==> src/gpc_pkg.sv <==
package gpc_pkg;

    // ------------------------------------------------------------
    // register indices (byte address is four times the index)
    // ------------------------------------------------------------
    localparam logic [5:0]  GPC_IDX_PIN_DIR     = 6'h0b;
    localparam logic [5:0]  GPC_IDX_PIN_OUT     = 6'h0c;
    localparam logic [5:0]  GPC_IDX_SYNTH_INT   = 6'h0f;
    localparam logic [5:0]  GPC_IDX_SYNTH_NUM   = 6'h10;
    localparam logic [5:0]  GPC_IDX_AMP_LEVEL   = 6'h12;
    localparam logic [5:0]  GPC_IDX_PIN_STATUS  = 6'h30;

    localparam int          GPC_ADDR_W          = 8;
    localparam int          GPC_NPINS           = 7;

    // ------------------------------------------------------------
    // field positions
    // ------------------------------------------------------------
    localparam int          GPC_DIR_DRV_LSB     = 14;
    localparam int          GPC_DIR_OEN_LSB     = 7;
    localparam int          GPC_DIR_IEN_LSB     = 0;
    localparam int          GPC_OUT_UPDRV_LSB   = 14;
    localparam int          GPC_OUT_SERDRV_LSB  = 12;
    localparam int          GPC_OUT_CLKDRV_LSB  = 10;
    localparam int          GPC_OUT_IRQDRV_LSB  = 8;
    localparam int          GPC_OUT_PUP_BIT     = 7;
    localparam int          GPC_OUT_VAL_LSB     = 0;
    localparam int          GPC_AMP_PWR_C_LSB   = 6;
    localparam int          GPC_AMP_PWR_F_LSB   = 4;
    localparam int          GPC_AMP_DRV_C_LSB   = 2;
    localparam int          GPC_AMP_DRV_F_LSB   = 0;
    localparam int          GPC_STAT_OE_LSB     = 7;

    // ------------------------------------------------------------
    // reset values and writable masks
    // ------------------------------------------------------------
    localparam logic [15:0] GPC_RST_PIN_DIR     = 16'h0000;
    localparam logic [15:0] GPC_RST_PIN_OUT     = 16'h0380;
    localparam logic [15:0] GPC_RST_SYNTH_INT   = 16'h0095;
    localparam logic [15:0] GPC_RST_SYNTH_NUM   = 16'h5000;
    localparam logic [15:0] GPC_RST_AMP_LEVEL   = 16'h0000;
    localparam logic [15:0] GPC_MASK_FULL       = 16'hffff;
    localparam logic [15:0] GPC_MASK_LOW_BYTE   = 16'h00ff;
    localparam logic [1:0]  GPC_DRV_STRONGEST   = 2'h3;

endpackage : gpc_pkg

==> src/gpc_reg16.sv <==
`timescale 1ns/10ps
// one 16-bit configuration register with byte-lane writes; bits outside
// the mask never change and read as their reset value (zero)
module gpc_reg16 #(
    parameter logic [15:0] RST  = 16'h0000,
    parameter logic [15:0] MASK = 16'hffff
) (
    // clock and reset
    input  wire logic        pclk,
    input  wire logic        presetn,
    // write port
    input  wire logic        wr_en,
    input  wire logic [1:0]  be,
    input  wire logic [15:0] wdata,
    // register value
    output logic      [15:0] q
);

    logic [15:0] q_ff;
    logic [15:0] nxt_q;
    logic [15:0] lane_mask;

    // ------------------------------------------------------------
    // next value: merge enabled lanes, keep reserved bits fixed
    // ------------------------------------------------------------
    assign lane_mask = {{8{be[1]}}, {8{be[0]}}} & MASK;
    assign nxt_q     = (q_ff & ~lane_mask) | (wdata & lane_mask);

    // storage
    always_ff @(posedge pclk or negedge presetn) begin
        if (!presetn) begin
            q_ff <= RST;
        end else if (wr_en) begin
            q_ff <= nxt_q;
        end
    end

    assign q = q_ff;

endmodule : gpc_reg16

==> src/gpc_config_regs.sv <==
`timescale 1ns/10ps
module gpc_config_regs
    import gpc_pkg::*;
(
    // apb clock and reset
    input  wire logic                  pclk,
    input  wire logic                  presetn,
    // apb slave
    input  wire logic                  psel,
    input  wire logic                  penable,
    input  wire logic                  pwrite,
    input  wire logic [GPC_ADDR_W-1:0] paddr,
    input  wire logic [31:0]           pwdata,
    input  wire logic [3:0]            pstrb,
    output logic      [31:0]           prdata,
    output logic                       pready,
    output logic                       pslverr,
    // general-purpose pins
    input  wire logic [GPC_NPINS-1:0]  pin_in,
    output logic      [GPC_NPINS-1:0]  pin_out,
    output logic      [GPC_NPINS-1:0]  pin_oe,
    // pad drive controls
    output logic      [1:0]            lower_pins_drive_strength,
    output logic      [1:0]            upper_pins_drive_strength,
    output logic      [1:0]            serial_out_drive_strength,
    output logic      [1:0]            clock_out_drive_strength,
    output logic      [1:0]            irq_drive_strength,
    output logic                       irq_pullup_en,
    // synthesizer divide
    output logic      [7:0]            synth_integer_value,
    output logic      [15:0]           synth_numerator_value,
    // transmit amplifier
    output logic      [1:0]            amp_power_coarse,
    output logic      [1:0]            amp_power_fine,
    output logic      [1:0]            amp_drive_coarse,
    output logic      [1:0]            amp_drive_fine
);

    // ------------------------------------------------------------
    // address decode
    // ------------------------------------------------------------
    logic [5:0]           word_idx;
    logic                 aligned;
    logic                 hit_dir;
    logic                 hit_out;
    logic                 hit_int;
    logic                 hit_num;
    logic                 hit_amp;
    logic                 hit_stat;
    logic                 hit_any;
    logic                 setup_phase;
    logic                 access_wr;
    logic [1:0]           wr_be;

    // decode is word based; byte offsets inside a word are unmapped
    assign word_idx    = paddr[GPC_ADDR_W-1:2];
    assign aligned     = (paddr[1:0] == 2'h0);
    assign hit_dir     = aligned && (word_idx == GPC_IDX_PIN_DIR);
    assign hit_out     = aligned && (word_idx == GPC_IDX_PIN_OUT);
    assign hit_int     = aligned && (word_idx == GPC_IDX_SYNTH_INT);
    assign hit_num     = aligned && (word_idx == GPC_IDX_SYNTH_NUM);
    assign hit_amp     = aligned && (word_idx == GPC_IDX_AMP_LEVEL);
    assign hit_stat    = aligned && (word_idx == GPC_IDX_PIN_STATUS);
    assign hit_any     = hit_dir | hit_out | hit_int | hit_num | hit_amp | hit_stat;
    assign setup_phase = psel && !penable;
    // zero wait states: a write lands on the first access edge
    assign access_wr   = psel && penable && pwrite && hit_any;
    assign wr_be       = pstrb[1:0];

    // ------------------------------------------------------------
    // configuration registers
    // ------------------------------------------------------------
    logic [15:0]          dir_q;
    logic [15:0]          out_q;
    logic [15:0]          int_q;
    logic [15:0]          num_q;
    logic [15:0]          amp_q;

    // pin direction: all enables clear after reset, so pins are inputs
    gpc_reg16 #(.RST(GPC_RST_PIN_DIR), .MASK(GPC_MASK_FULL)) u_dir (
        .pclk    (pclk),
        .presetn (presetn),
        .wr_en   (access_wr && hit_dir),
        .be      (wr_be),
        .wdata   (pwdata[15:0]),
        .q       (dir_q)
    );

    // pin values, drive strengths and pullup; irq drive and pullup reset set
    gpc_reg16 #(.RST(GPC_RST_PIN_OUT), .MASK(GPC_MASK_FULL)) u_out (
        .pclk    (pclk),
        .presetn (presetn),
        .wr_en   (access_wr && hit_out),
        .be      (wr_be),
        .wdata   (pwdata[15:0]),
        .q       (out_q)
    );

    // integer divide, upper byte reserved
    gpc_reg16 #(.RST(GPC_RST_SYNTH_INT), .MASK(GPC_MASK_LOW_BYTE)) u_int (
        .pclk    (pclk),
        .presetn (presetn),
        .wr_en   (access_wr && hit_int),
        .be      (wr_be),
        .wdata   (pwdata[15:0]),
        .q       (int_q)
    );

    // fractional numerator, all sixteen bits writable
    gpc_reg16 #(.RST(GPC_RST_SYNTH_NUM), .MASK(GPC_MASK_FULL)) u_num (
        .pclk    (pclk),
        .presetn (presetn),
        .wr_en   (access_wr && hit_num),
        .be      (wr_be),
        .wdata   (pwdata[15:0]),
        .q       (num_q)
    );

    // amplifier levels, upper byte reserved
    gpc_reg16 #(.RST(GPC_RST_AMP_LEVEL), .MASK(GPC_MASK_LOW_BYTE)) u_amp (
        .pclk    (pclk),
        .presetn (presetn),
        .wr_en   (access_wr && hit_amp),
        .be      (wr_be),
        .wdata   (pwdata[15:0]),
        .q       (amp_q)
    );

    // ------------------------------------------------------------
    // pin control
    // ------------------------------------------------------------
    logic [GPC_NPINS-1:0] pin_output_enable;
    logic [GPC_NPINS-1:0] pin_input_enable;
    logic [GPC_NPINS-1:0] pin_output_value;

    assign pin_output_enable = dir_q[GPC_DIR_OEN_LSB +: GPC_NPINS];
    assign pin_input_enable  = dir_q[GPC_DIR_IEN_LSB +: GPC_NPINS];
    assign pin_output_value  = out_q[GPC_OUT_VAL_LSB +: GPC_NPINS];
    // input enable wins when both are set
    assign pin_oe  = pin_output_enable & ~pin_input_enable;
    // value only reaches a pin that drives; others show low on the output
    assign pin_out = pin_output_value & pin_oe;

    // ------------------------------------------------------------
    // field outputs
    // ------------------------------------------------------------
    assign lower_pins_drive_strength = dir_q[GPC_DIR_DRV_LSB +: 2];
    assign upper_pins_drive_strength = out_q[GPC_OUT_UPDRV_LSB +: 2];
    assign serial_out_drive_strength = out_q[GPC_OUT_SERDRV_LSB +: 2];
    assign clock_out_drive_strength  = out_q[GPC_OUT_CLKDRV_LSB +: 2];
    assign irq_drive_strength        = out_q[GPC_OUT_IRQDRV_LSB +: 2];
    assign irq_pullup_en             = out_q[GPC_OUT_PUP_BIT];
    assign synth_integer_value       = int_q[7:0];
    assign synth_numerator_value     = num_q;
    assign amp_power_coarse          = amp_q[GPC_AMP_PWR_C_LSB +: 2];
    assign amp_power_fine            = amp_q[GPC_AMP_PWR_F_LSB +: 2];
    // drive fields are stored as written; software is expected to leave them
    assign amp_drive_coarse          = amp_q[GPC_AMP_DRV_C_LSB +: 2];
    assign amp_drive_fine            = amp_q[GPC_AMP_DRV_F_LSB +: 2];

    // ------------------------------------------------------------
    // read path
    // ------------------------------------------------------------
    logic [15:0]          stat_word;
    logic [15:0]          rd_word;
    logic [31:0]          prdata_ff;
    logic                 pslverr_ff;

    // status shows sampled pin levels and the resolved direction
    assign stat_word = {2'h0, pin_oe, pin_in};
    assign rd_word   = ({16{hit_dir}}  & dir_q)
                     | ({16{hit_out}}  & out_q)
                     | ({16{hit_int}}  & int_q)
                     | ({16{hit_num}}  & num_q)
                     | ({16{hit_amp}}  & amp_q)
                     | ({16{hit_stat}} & stat_word);

    // captured in the setup cycle so data comes from flops in the access phase
    always_ff @(posedge pclk or negedge presetn) begin
        if (!presetn) begin
            prdata_ff  <= 32'h0000_0000;
            pslverr_ff <= 1'b0;
        end else if (setup_phase) begin
            prdata_ff  <= {16'h0000, rd_word};
            pslverr_ff <= !hit_any;
        end
    end

    assign pready  = 1'b1;
    assign prdata  = (psel && penable && !pwrite) ? prdata_ff : 32'h0000_0000;
    assign pslverr = psel && penable && pslverr_ff;
endmodule : gpc_config_regs

==> config.mk <==
export PLATFORM = sky130hd
export DESIGN_NAME = gpc_config_regs
export DESIGN_NICKNAME = d
export VERILOG_FILES = /design/src/gpc_pkg.sv /design/src/gpc_reg16.sv /design/src/gpc_config_regs.sv
export SDC_FILE = /design/constraint.sdc
export NUM_CORES = 1
export LEC_CHECK = 0
export ABC_AREA = 1
export BUFFER_PORTS_ARGS = -buffer_cell sky130_fd_sc_hd__clkbuf_2
export CAP_MARGIN = 10
export CORE_ASPECT_RATIO = 2
export CORE_MARGIN = 2
export CORE_UTILIZATION = 48
export DETAILED_ROUTE_END_ITERATION = 7
export HOLD_SLACK_MARGIN = 0.05
export PLACE_DENSITY = 0.78
export SLEW_MARGIN = 20
export SYNTH_ARGS = -nofsm -noshare
export SYNTH_HDL_FRONTEND = slang
export SYNTH_HIERARCHICAL = 1
export SYNTH_SLANG_ARGS = --single-unit
==> constraint.sdc <==
create_clock -name pclk -period 0.8 [get_ports pclk]
set_input_delay 0.08 -clock pclk [delete_from_list [all_inputs] [get_ports pclk]]
set_output_delay 0.08 -clock pclk [all_outputs]
set_load 0.1 [all_outputs]
==> flow_metrics.tcl, run 1 <==
set metrics [dict create \
    netlist_area_mm2 0.005160 \
    yosys.cell_types.count 26 \
    syn_area_per_cell_um2 7.544 \
    yosysMostFrequentCell "nand2_1" \
    synth-seq-cells 81 \
    clockBufferDepth 2 \
    yosysSeqAreaShare_pct 39.50 \
    yosysWarnings 6 \
    synth-compound-area-share_pct 2.328 \
    synth-async-reset-ratio_pct 100.0 \
    netlist_instances 684 \
    place_congestion 0.9243 \
    h-tree-depth 3 \
    root_buffer "clkbuf_16" \
    yosys.area_share.simple_pct 43.38 \
    numPortBuffers 111 \
    dpl_worst_slack_ns -0.8038 \
    ctsHoldBuffers 9 \
    yosys-top-cells-area "dfrtp_1 (35%), nand2_1 (15%), nand3_1 (11%)" \
    synth_top_family_by_area "simple AND/OR/NAND/NOR gates" \
    synth_ff_type "dfrtp_1" \
    fp.dieH_um 150.6 \
    boundaryPins 147 \
    status "stopped before the end" \
    error_line "[ERROR DPL-0033] detailed placement checks failed during check placement." \
    synth_fa_ha_area_share_pct 0 \
    synth_top_area_share_pct 34.92 \
    synth-edff-count 0 \
    hpwl_um 14650 \
    synth_top_cells_by_count "nand2_1 (204), nand3_1 (111), nor2_1 (93), dfrtp_1 (72), inv_1 (44)" \
    yosys.area.top_type "dfrtp_1" \
    cts_setup_buffers 89 \
    cts_resized 243 \
    start_util_pct 49.25 \
    synthMuxAreaShare_pct 0 \
    synth-xor-area-share_pct 0 \
    flow.stopped_at "4_1_cts" \
    cts.sinks 81 \
    cts_buffers 9 \
    rows 53 \
    chipWidth_um 77.32 \
]
[cells by family after synthesis]
family,count (synthesis)
simple gates,469
buf+inv,111
flops,81
compound gates,19
other cells,4
[metrics by stage]
| step | hold slack (ns) | cell area [um^2] | instances | utilization [%] |
|---|---|---|---|---|
| after floorplan | -0.2156 | 5897 | 713 | - |
| after global placement | -0.06364 | 8235 | 1005 | 78.60 |
| after detailed placement | -0.05953 | 8235 | 1005 | 78.60 |
==> inputs of run 2 (changes only) <==
--- a/config.mk
+++ b/config.mk
@@ -8,12 +8,10 @@
 export ABC_AREA = 1
 export BUFFER_PORTS_ARGS = -buffer_cell sky130_fd_sc_hd__clkbuf_2
 export CAP_MARGIN = 10
-export CORE_ASPECT_RATIO = 2
 export CORE_MARGIN = 2
-export CORE_UTILIZATION = 48
+export CORE_UTILIZATION = 40
 export DETAILED_ROUTE_END_ITERATION = 7
-export HOLD_SLACK_MARGIN = 0.05
-export PLACE_DENSITY = 0.78
+export PLACE_DENSITY_LB_ADDON = 0.15
 export SLEW_MARGIN = 20
 export SYNTH_ARGS = -nofsm -noshare
 export SYNTH_HDL_FRONTEND = slang
==> constraint.sdc (replaced) <==
create_clock -name pclk -period 1 [get_ports pclk]
set_input_delay 0.1 -clock pclk [delete_from_list [all_inputs] [get_ports pclk]]
set_output_delay 0.1 -clock pclk [all_outputs]
set_load 0.1 [all_outputs]
==> run 2 against run 1 <==
  * The flow now finishes, with violations (setup timing)
  * Synthesized cell count did not move
  * Synthesized area did not move
==> flow_metrics.tcl, run 2 <==
set metrics [dict create \
    synth-edff-count 0 \
    cp-end-kind "primary output" \
    ff2ff_setup_slack_ns -0.17 \
    cts.sinks 81 \
    final_common_cell "nand2_1" \
    synth_top_area_share_pct 34.92 \
    ant_nets 0 \
    synth-async-reset-ratio_pct 100.0 \
    wl_met1_um 8020 \
    path_cells "nor3b_4, buf_12" \
    drtIter0Drc 570 \
    design.die.area_mm2 0.01382 \
    synth_top_cells_by_count "nand2_1 (204), nand3_1 (111), nor2_1 (93), dfrtp_1 (72), inv_1 (44)" \
    p_per_area_mw_per_mm2 832.4 \
    netlist_instances 684 \
    drive_above_1_share_pct 66.29 \
    numPortBuffers 111 \
    rsz0062_at_grt "yes" \
    hp-class "in2reg" \
    grt_pass1_vias 5789 \
    synth-seq-cells 81 \
    track_usage_pct 28.52 \
    multiInputGateArea_mm2 0.003503 \
    area_growth_pct 95.05 \
    rows 41 \
    yosys-top-cells-area "dfrtp_1 (35%), nand2_1 (15%), nand3_1 (11%)" \
    wire_per_inst_um 18.35 \
    ir_drop_v 0.0007229 \
    min_from "pwdata[14]" \
    cp.arrival_ns 1.30 \
    wl_met3_um 1614 \
    clock_skew_ns 0.005993 \
    fp.dieH_um 117.6 \
    netlist_area_mm2 0.005160 \
    vias 5865 \
    grt_max_degree 33 \
    cp_max_fo 3 \
    max_stage_delay_ns 0.45 \
    gr-total-overflow 0 \
    n_fill_cell 740 \
    yosysSeqAreaShare_pct 39.50 \
    hpwl_um 12880 \
    mostFrequentLayoutCells "nand2_1 (125), buf_4 (107), buf_12 (98)" \
    critPathLaunchType "flop" \
    yosysMostFrequentCell "nand2_1" \
    r2r_end "prdata_ff[0]" \
    tritoncts "done" \
    dr_wl_met2_um 10680 \
    p_leak_nw 4.604 \
    h-tree-depth 3 \
    root_buffer "clkbuf_16" \
    cp_slowest_cell "dfrtp_2" \
    place_congestion 0.8934 \
    finalSetupTns_ns -27.12 \
    viasPerCell 5.163 \
    setup_violations 154 \
    yosysWarnings 6 \
    hold_path_depth 3 \
    path_class "reg2out" \
    boundaryPins 147 \
    min_period_over_period_pct 139.8 \
    clockBufferDepth 2 \
    start_util_pct 40.89 \
    drt-total-wl_um 20840 \
    synth_ff_type "dfrtp_1" \
    hold_viol_final 0 \
    syn_area_per_cell_um2 7.544 \
    antenna_cells 0 \
    antenna_found_initial 0 \
    yosys.cell_types.count 26 \
    placed_cells 1016 \
    cp.required_ns 0.90 \
    ff2ff_path_depth 5 \
    violations "setup timing" \
    slew_violations 0 \
    cts.clk_slew.worst_paths_ns 0.06 \
    cts_buffers 9 \
    drc_errors 0 \
    fmax_mhz 715.1 \
    yosys.area.top_type "dfrtp_1" \
    fin_nets 1015 \
    finalCriticalPeriod_ns 1.398 \
    chipWidth_um 117.6 \
    top_layer_used "met4" \
    core_mm2 0.01262 \
    setup_ws_ns -0.3984 \
    regArea_mm2 0.002141 \
    grt_first_pass_wirelength_um 31190 \
    max_cap_violations 0 \
    stdcell_count 1136 \
    insertion_delay_ns 0.34 \
    dr.pass1.iters 6 \
    status "finished, violations left" \
]
==> run 2: metrics by stage <==
stage / utilization (%) / hold slack [ns] / cell area (um^2) / total power (W) / worst slack [ns]
6_report: 79.75 / 0.01115 / 10060 / 0.008377 / -0.3984
5_1_grt: 79.75 / 0.01608 / 10060 / 0.008612 / -0.4234
4_1_cts: 75.80 / 0.006457 / 9565 / 0.008272 / -0.3961
3_5_place_dp: 64.32 / 0.01668 / 8117 / 0.004908 / -0.5695
3_3_place_gp: 64.32 / 0.01149 / 8117 / 0.004887 / -0.5215
2_1_floorplan: - / -0.1956 / 5888 / 0.004466 / -0.3891
==> run 2: cells by family after synthesis <==
logic type / after synthesis / synth area share [%]
simple gates: 469 / 43.38
buf+inv: 111 / 14.50
flops: 81 / 39.50
compound gates: 19 / 2.328
other cells: 4 / 0.2909
==> run 2: layout make-up <==
class	count	share of cell area [%]
multi-input cells	521	34.81
inverters	46	2.001
clock buffers	10	2.275
well taps	172	2.138
flip-flops and latches	81	21.27
repair buffers	300	36.92
clock inverters	6	0.5843
==> run 2: worst max-delay path, delay by kind of cell (launching register included) <==
family                 cells  cell delay (ns)
DFF                        1             0.45
and+or+nand+nor            1             0.30
buffers and inverters      1             0.22
==> run 2: worst max-delay path by stage <==
stage                            end  cells past startpoint     start  slack (ns)
after detailed placement        flop                     12  paddr[4]       -0.57
after global routing      pin_out[0]                      2      flop       -0.42
final                     pin_out[3]                      2      flop       -0.40
after floorplan           pin_out[2]                      2      flop       -0.39
after CTS                 pin_out[0]                      2      flop       -0.40
after global placement          flop                     12  paddr[4]       -0.52
==> run 2: what timing repair did <==
action,CTS,global route
hold buffers,1,0
gates resized for setup,156,88
hold endpoints to repair,75,0
buffers inserted,77,30
cloned,5,0
setup endpoints to repair,151,155
pin swaps,61,54
==> run 2: power breakdown <==
part	switching, W	total [W]	internal [W]
clock network	0.00136	0.00328	0.00192
registers	0.0000567	0.00341	0.00336
logic	0.00115	0.00169	0.000538
==> run 2: layer usage <==
layer,global-route usage (%),vias to the layer above
met3,4.797,52
met5,0,-
met4,8.509,0
li1,-,2665
met1,37.28,2864
met2,48.57,284
No activity file was read; power rests on OpenSTA's default activity.
==> inputs of run 3 (changes only) <==
--- a/config.mk
+++ b/config.mk
@@ -11,7 +11,9 @@
 export CORE_MARGIN = 2
 export CORE_UTILIZATION = 40
 export DETAILED_ROUTE_END_ITERATION = 7
-export PLACE_DENSITY_LB_ADDON = 0.15
+export MAX_ROUTING_LAYER = met4
+export PLACE_DENSITY = 0.7
+export RECOVER_POWER = 50
 export SLEW_MARGIN = 20
 export SYNTH_ARGS = -nofsm -noshare
 export SYNTH_HDL_FRONTEND = slang
==> run 3 against run 2 <==
  * Core utilization up 4.2 points
  * Clock power up 16%
  * Combinational power up 5%
  * Register-to-register slack worse by 0.10 ns
  * Die area unchanged
  * Critical path depth up 1
  * Critical endpoint is now pin_out[5]
  * Power up 7.4%
  * Largest power group is now the clock network
  * The flow still finishes with violations (setup timing)
  * Sequential power about the same
  * Maximum frequency down 2.4%
==> flow_metrics.tcl, run 3 (synthesis results as in run 2) <==
set metrics [dict create \
    h-tree-depth 3 \
    antenna_cells 0 \
    max_cap_violations 0 \
    drive_above_1_share_pct 70.90 \
    fin_nets 1027 \
    finalCriticalPeriod_ns 1.433 \
    ant_nets 0 \
    place_congestion 0.8511 \
    cts.clk_slew.worst_paths_ns 0.07 \
    cts_buffers 9 \
    grt_pass1_vias 6153 \
    drtIter0Drc 904 \
    fmax_mhz 697.8 \
    drt-total-wl_um 28340 \
    finalPower_w 0.008994 \
    setup_ws_ns -0.4330 \
    critPathLaunchType "flop" \
    slew_headroom_pct 48.96 \
    rsz0062_at_grt "yes" \
    cp_max_fo 2 \
    path_class "reg2out" \
    antenna_found_initial 0 \
    core_mm2 0.01262 \
    cp.arrival_ns 1.33 \
    design.die.area_mm2 0.01382 \
    final_common_cell "buf_4" \
    p_leak_nw 4.707 \
    cp-end-kind "primary output" \
    p_per_area_mw_per_mm2 849.2 \
    cts.sinks 81 \
    status "finished, violations left" \
    boundaryPins 147 \
    clock_skew_ns 0.008291 \
    gr-total-overflow 0 \
    min_period_over_period_pct 143.3 \
    vias 6815 \
    wire_per_inst_um 24.69 \
    clockBufferDepth 2 \
    r2r_end "prdata_ff[7]" \
    hp-class "in2reg" \
    hold_viol_final 0 \
    rows 41 \
    track_usage_pct 33.21 \
    n_fill_cell 546 \
    area_growth_pct 105.3 \
    grt_max_degree 35 \
    ff2ff_setup_slack_ns -0.27 \
    mostFrequentLayoutCells "buf_4 (112), buf_12 (99), nand2_1 (86)" \
    worst_pin_slew_ns 0.7647 \
    numPortBuffers 111 \
    dpl_worst_slack_ns -0.5510 \
    dr.pass1.iters 6 \
    worstSetupEndpoint "pin_out[5]" \
    drc_errors 0 \
    chipWidth_um 117.6 \
    root_buffer "clkbuf_16" \
    hold_ws_ns 0.003837 \
    insertion_delay_ns 0.36 \
    setup_violations 155 \
    ir_drop_v 0.0009162 \
    viasPerCell 5.936 \
    start_util_pct 40.89 \
    hpwl_um 12450 \
    grt_first_pass_wirelength_um 34650 \
    cp.required_ns 0.90 \
    tritoncts "done" \
    final_util_pct 83.93 \
    violations "setup timing" \
    fp.dieH_um 117.6 \
    ff2ff_path_depth 5 \
    slew_violations 0 \
]
[run 3: cell types whose count changed in the layout (fill, tap and decap cells not counted), sizes merged]
| cell | before | now |
|---|---|---|
| bufinv | 1 | 2 |
| clkbuf | 44 | 42 |
| clkinv | 5 | 2 |
| buf | 265 | 277 |
| dlygate4sd3 | 1 | 3 |
| clkinvlp | 1 | 3 |
[run 3: per-layer routing]
| metal | vias up | routed length (um) | GRT usage [%] |
|---|---|---|---|
| li1 | 2695 | - | - |
| met1 | 3253 | 10160 | 40.44 |
| met2 | 659 | 13040 | 53.18 |
| met3 | 208 | 3002 | 5.426 |
| met4 | 0 | 2140 | 17.55 |
| met5 | - | 0 | - |
[run 3: how the worst min path moves through the flow]
| stage | startpoint | end | depth (start not counted) |
|---|---|---|---|
| after floorplan | presetn | prdata_ff[0] | 0 |
| after global placement | presetn | asynchronous set/reset pin | 1 |
| after detailed placement | presetn | asynchronous set/reset pin | 1 |
| after CTS | pwdata[12] | flop | 3 |
| after global routing | pwdata[12] | flop | 3 |
| final | pwdata[12] | flop | 3 |
[run 3: area by class of cell]
cell class,instances,area (um^2),area share (%)
clock buffer,10,239.0,2.256
clock inverter,6,91.34,0.8624
inverter,46,202.7,1.914
multi-input combinational,521,3820,36.07
sequential,81,2140,20.20
tap,172,215.2,2.032
timing repair buffer,312,3884,36.67
[run 3: through the flow]
stage	instances	area (um^2)	setup TNS (ns)
floorplan	713	5888	-18.84
global placement	1014	8077	-35.47
detailed placement	1014	8077	-38.17
CTS	1117	9644	-23.07
global route	1148	10590	-42.72
finish	1148	10590	-34.10
[run 3: critical path, stage by stage (launching register included)]
cell and delay [ns]:
dfrtp_1 0.37, inv_2 0.09, nor3b_4 0.30, buf_12 0.22
[run 3: repair_timing]
item / CTS / global route
hold buffers: 3 / 0
setup endpoints to repair: 150 / 154
gates cloned: 5 / 2
resized for setup: 157 / 178
buffers inserted: 82 / 35
endpoints found under the hold margin: 76 / 0
pin swaps: 63 / 94
[run 3: where the power goes]
part           total, W  leakage (nW)  internal [W]  switching (W)
Combinational   0.00178          3.56      0.000539        0.00124
Sequential      0.00342         0.996       0.00336      0.0000655
Clock           0.00380         0.151       0.00226        0.00153
==> inputs of run 4 (changes only) <==
--- a/config.mk
+++ b/config.mk
@@ -9,10 +9,10 @@
 export BUFFER_PORTS_ARGS = -buffer_cell sky130_fd_sc_hd__clkbuf_2
 export CAP_MARGIN = 10
 export CORE_MARGIN = 2
-export CORE_UTILIZATION = 40
+export CORE_UTILIZATION = 45
 export DETAILED_ROUTE_END_ITERATION = 7
 export MAX_ROUTING_LAYER = met4
-export PLACE_DENSITY = 0.7
+export PLACE_DENSITY = 0.77
 export RECOVER_POWER = 50
 export SLEW_MARGIN = 20
 export SYNTH_ARGS = -nofsm -noshare
==> run 4 against run 3 <==
  * The flow now stops in 5_1_grt
  * Synthesized cell count stayed put
  * Synthesized area unchanged
==> flow_metrics.tcl, run 4 <==
set metrics [dict create \
    status "stopped before the end" \
    flow.stopped_at "5_1_grt" \
    error_line "[ERROR GRT-0232] Routing congestion too high. Check the congestion heatmap in the GUI." \
    synth_ff_type "dfrtp_1" \
    place_area_mm2 0.008063 \
    cts_buffers 9 \
    synth-async-reset-ratio_pct 100.0 \
    hpwl_um 12580 \
    synth_top_area_share_pct 34.92 \
    rows 39 \
    yosys.cell_types.count 26 \
    antenna_found_initial 2 \
    grt_max_degree 59 \
    h-tree-depth 3 \
    yosysMostFrequentCell "nand2_1" \
    yosysWarnings 6 \
    yosysSeqAreaShare_pct 39.50 \
    worst_endpoint_kind "top-level output" \
    netlist_instances 684 \
    fp.dieH_um 111.1 \
    place_congestion 0.9238 \
    yosys-top-cells-area "dfrtp_1 (35%), nand2_1 (15%), nand3_1 (11%)" \
    grt_repair_worst_endpoint "pin_out[2]" \
    synth-seq-cells 81 \
    root_buffer "clkbuf_16" \
    netlist_area_mm2 0.005160 \
    placed_cells 983 \
    gr-total-overflow 166 \
    cts.sinks 81 \
    synth-edff-count 0 \
    yosys.area.top_type "dfrtp_1" \
    numPortBuffers 111 \
    boundaryPins 147 \
    synth_top_cells_by_count "nand2_1 (204), nand3_1 (111), nor2_1 (93), dfrtp_1 (72), inv_1 (44)" \
    clockBufferDepth 2 \
    syn_area_per_cell_um2 7.544 \
    chipWidth_um 111.1 \
    start_util_pct 45.58 \
    track_usage_pct 81.78 \
]
[run 4: cell counts after synthesis]
No cell type changed its count.
[run 4: metal layers]
layer | GRT overflow | track usage [%]
met1 | 1 | 81.33
met2 | 105 | 98.81
met3 | 0 | 56.48
met4 | 60 | 86.67
met5 | - | -
[run 4: kinds of logic after synthesis]
logic type / Yosys count / share of synthesized area, %
AO/OA/AOI/OAI: 19 / 2.328
flip-flops: 81 / 39.50
buffers and inverters: 111 / 14.50
AND/OR/NAND/NOR: 469 / 43.38
other: 4 / 0.2909
[run 4: metrics by stage]
stage / util (%) / setup TNS, ns / setup WS (ns)
after floorplan: - / -18.84 / -0.3891
after global placement: 71.22 / -33.26 / -0.4618
after detailed placement: 71.22 / -38.88 / -0.5638
after CTS: 85.54 / -20.76 / -0.3762
[run 4: what timing repair did]
action / in CTS
pin swaps: 82
hold buffers: 3
setup buffers: 79
setup endpoints to repair: 152
gates resized for setup: 182
cloned: 4
hold endpoints to repair: 74
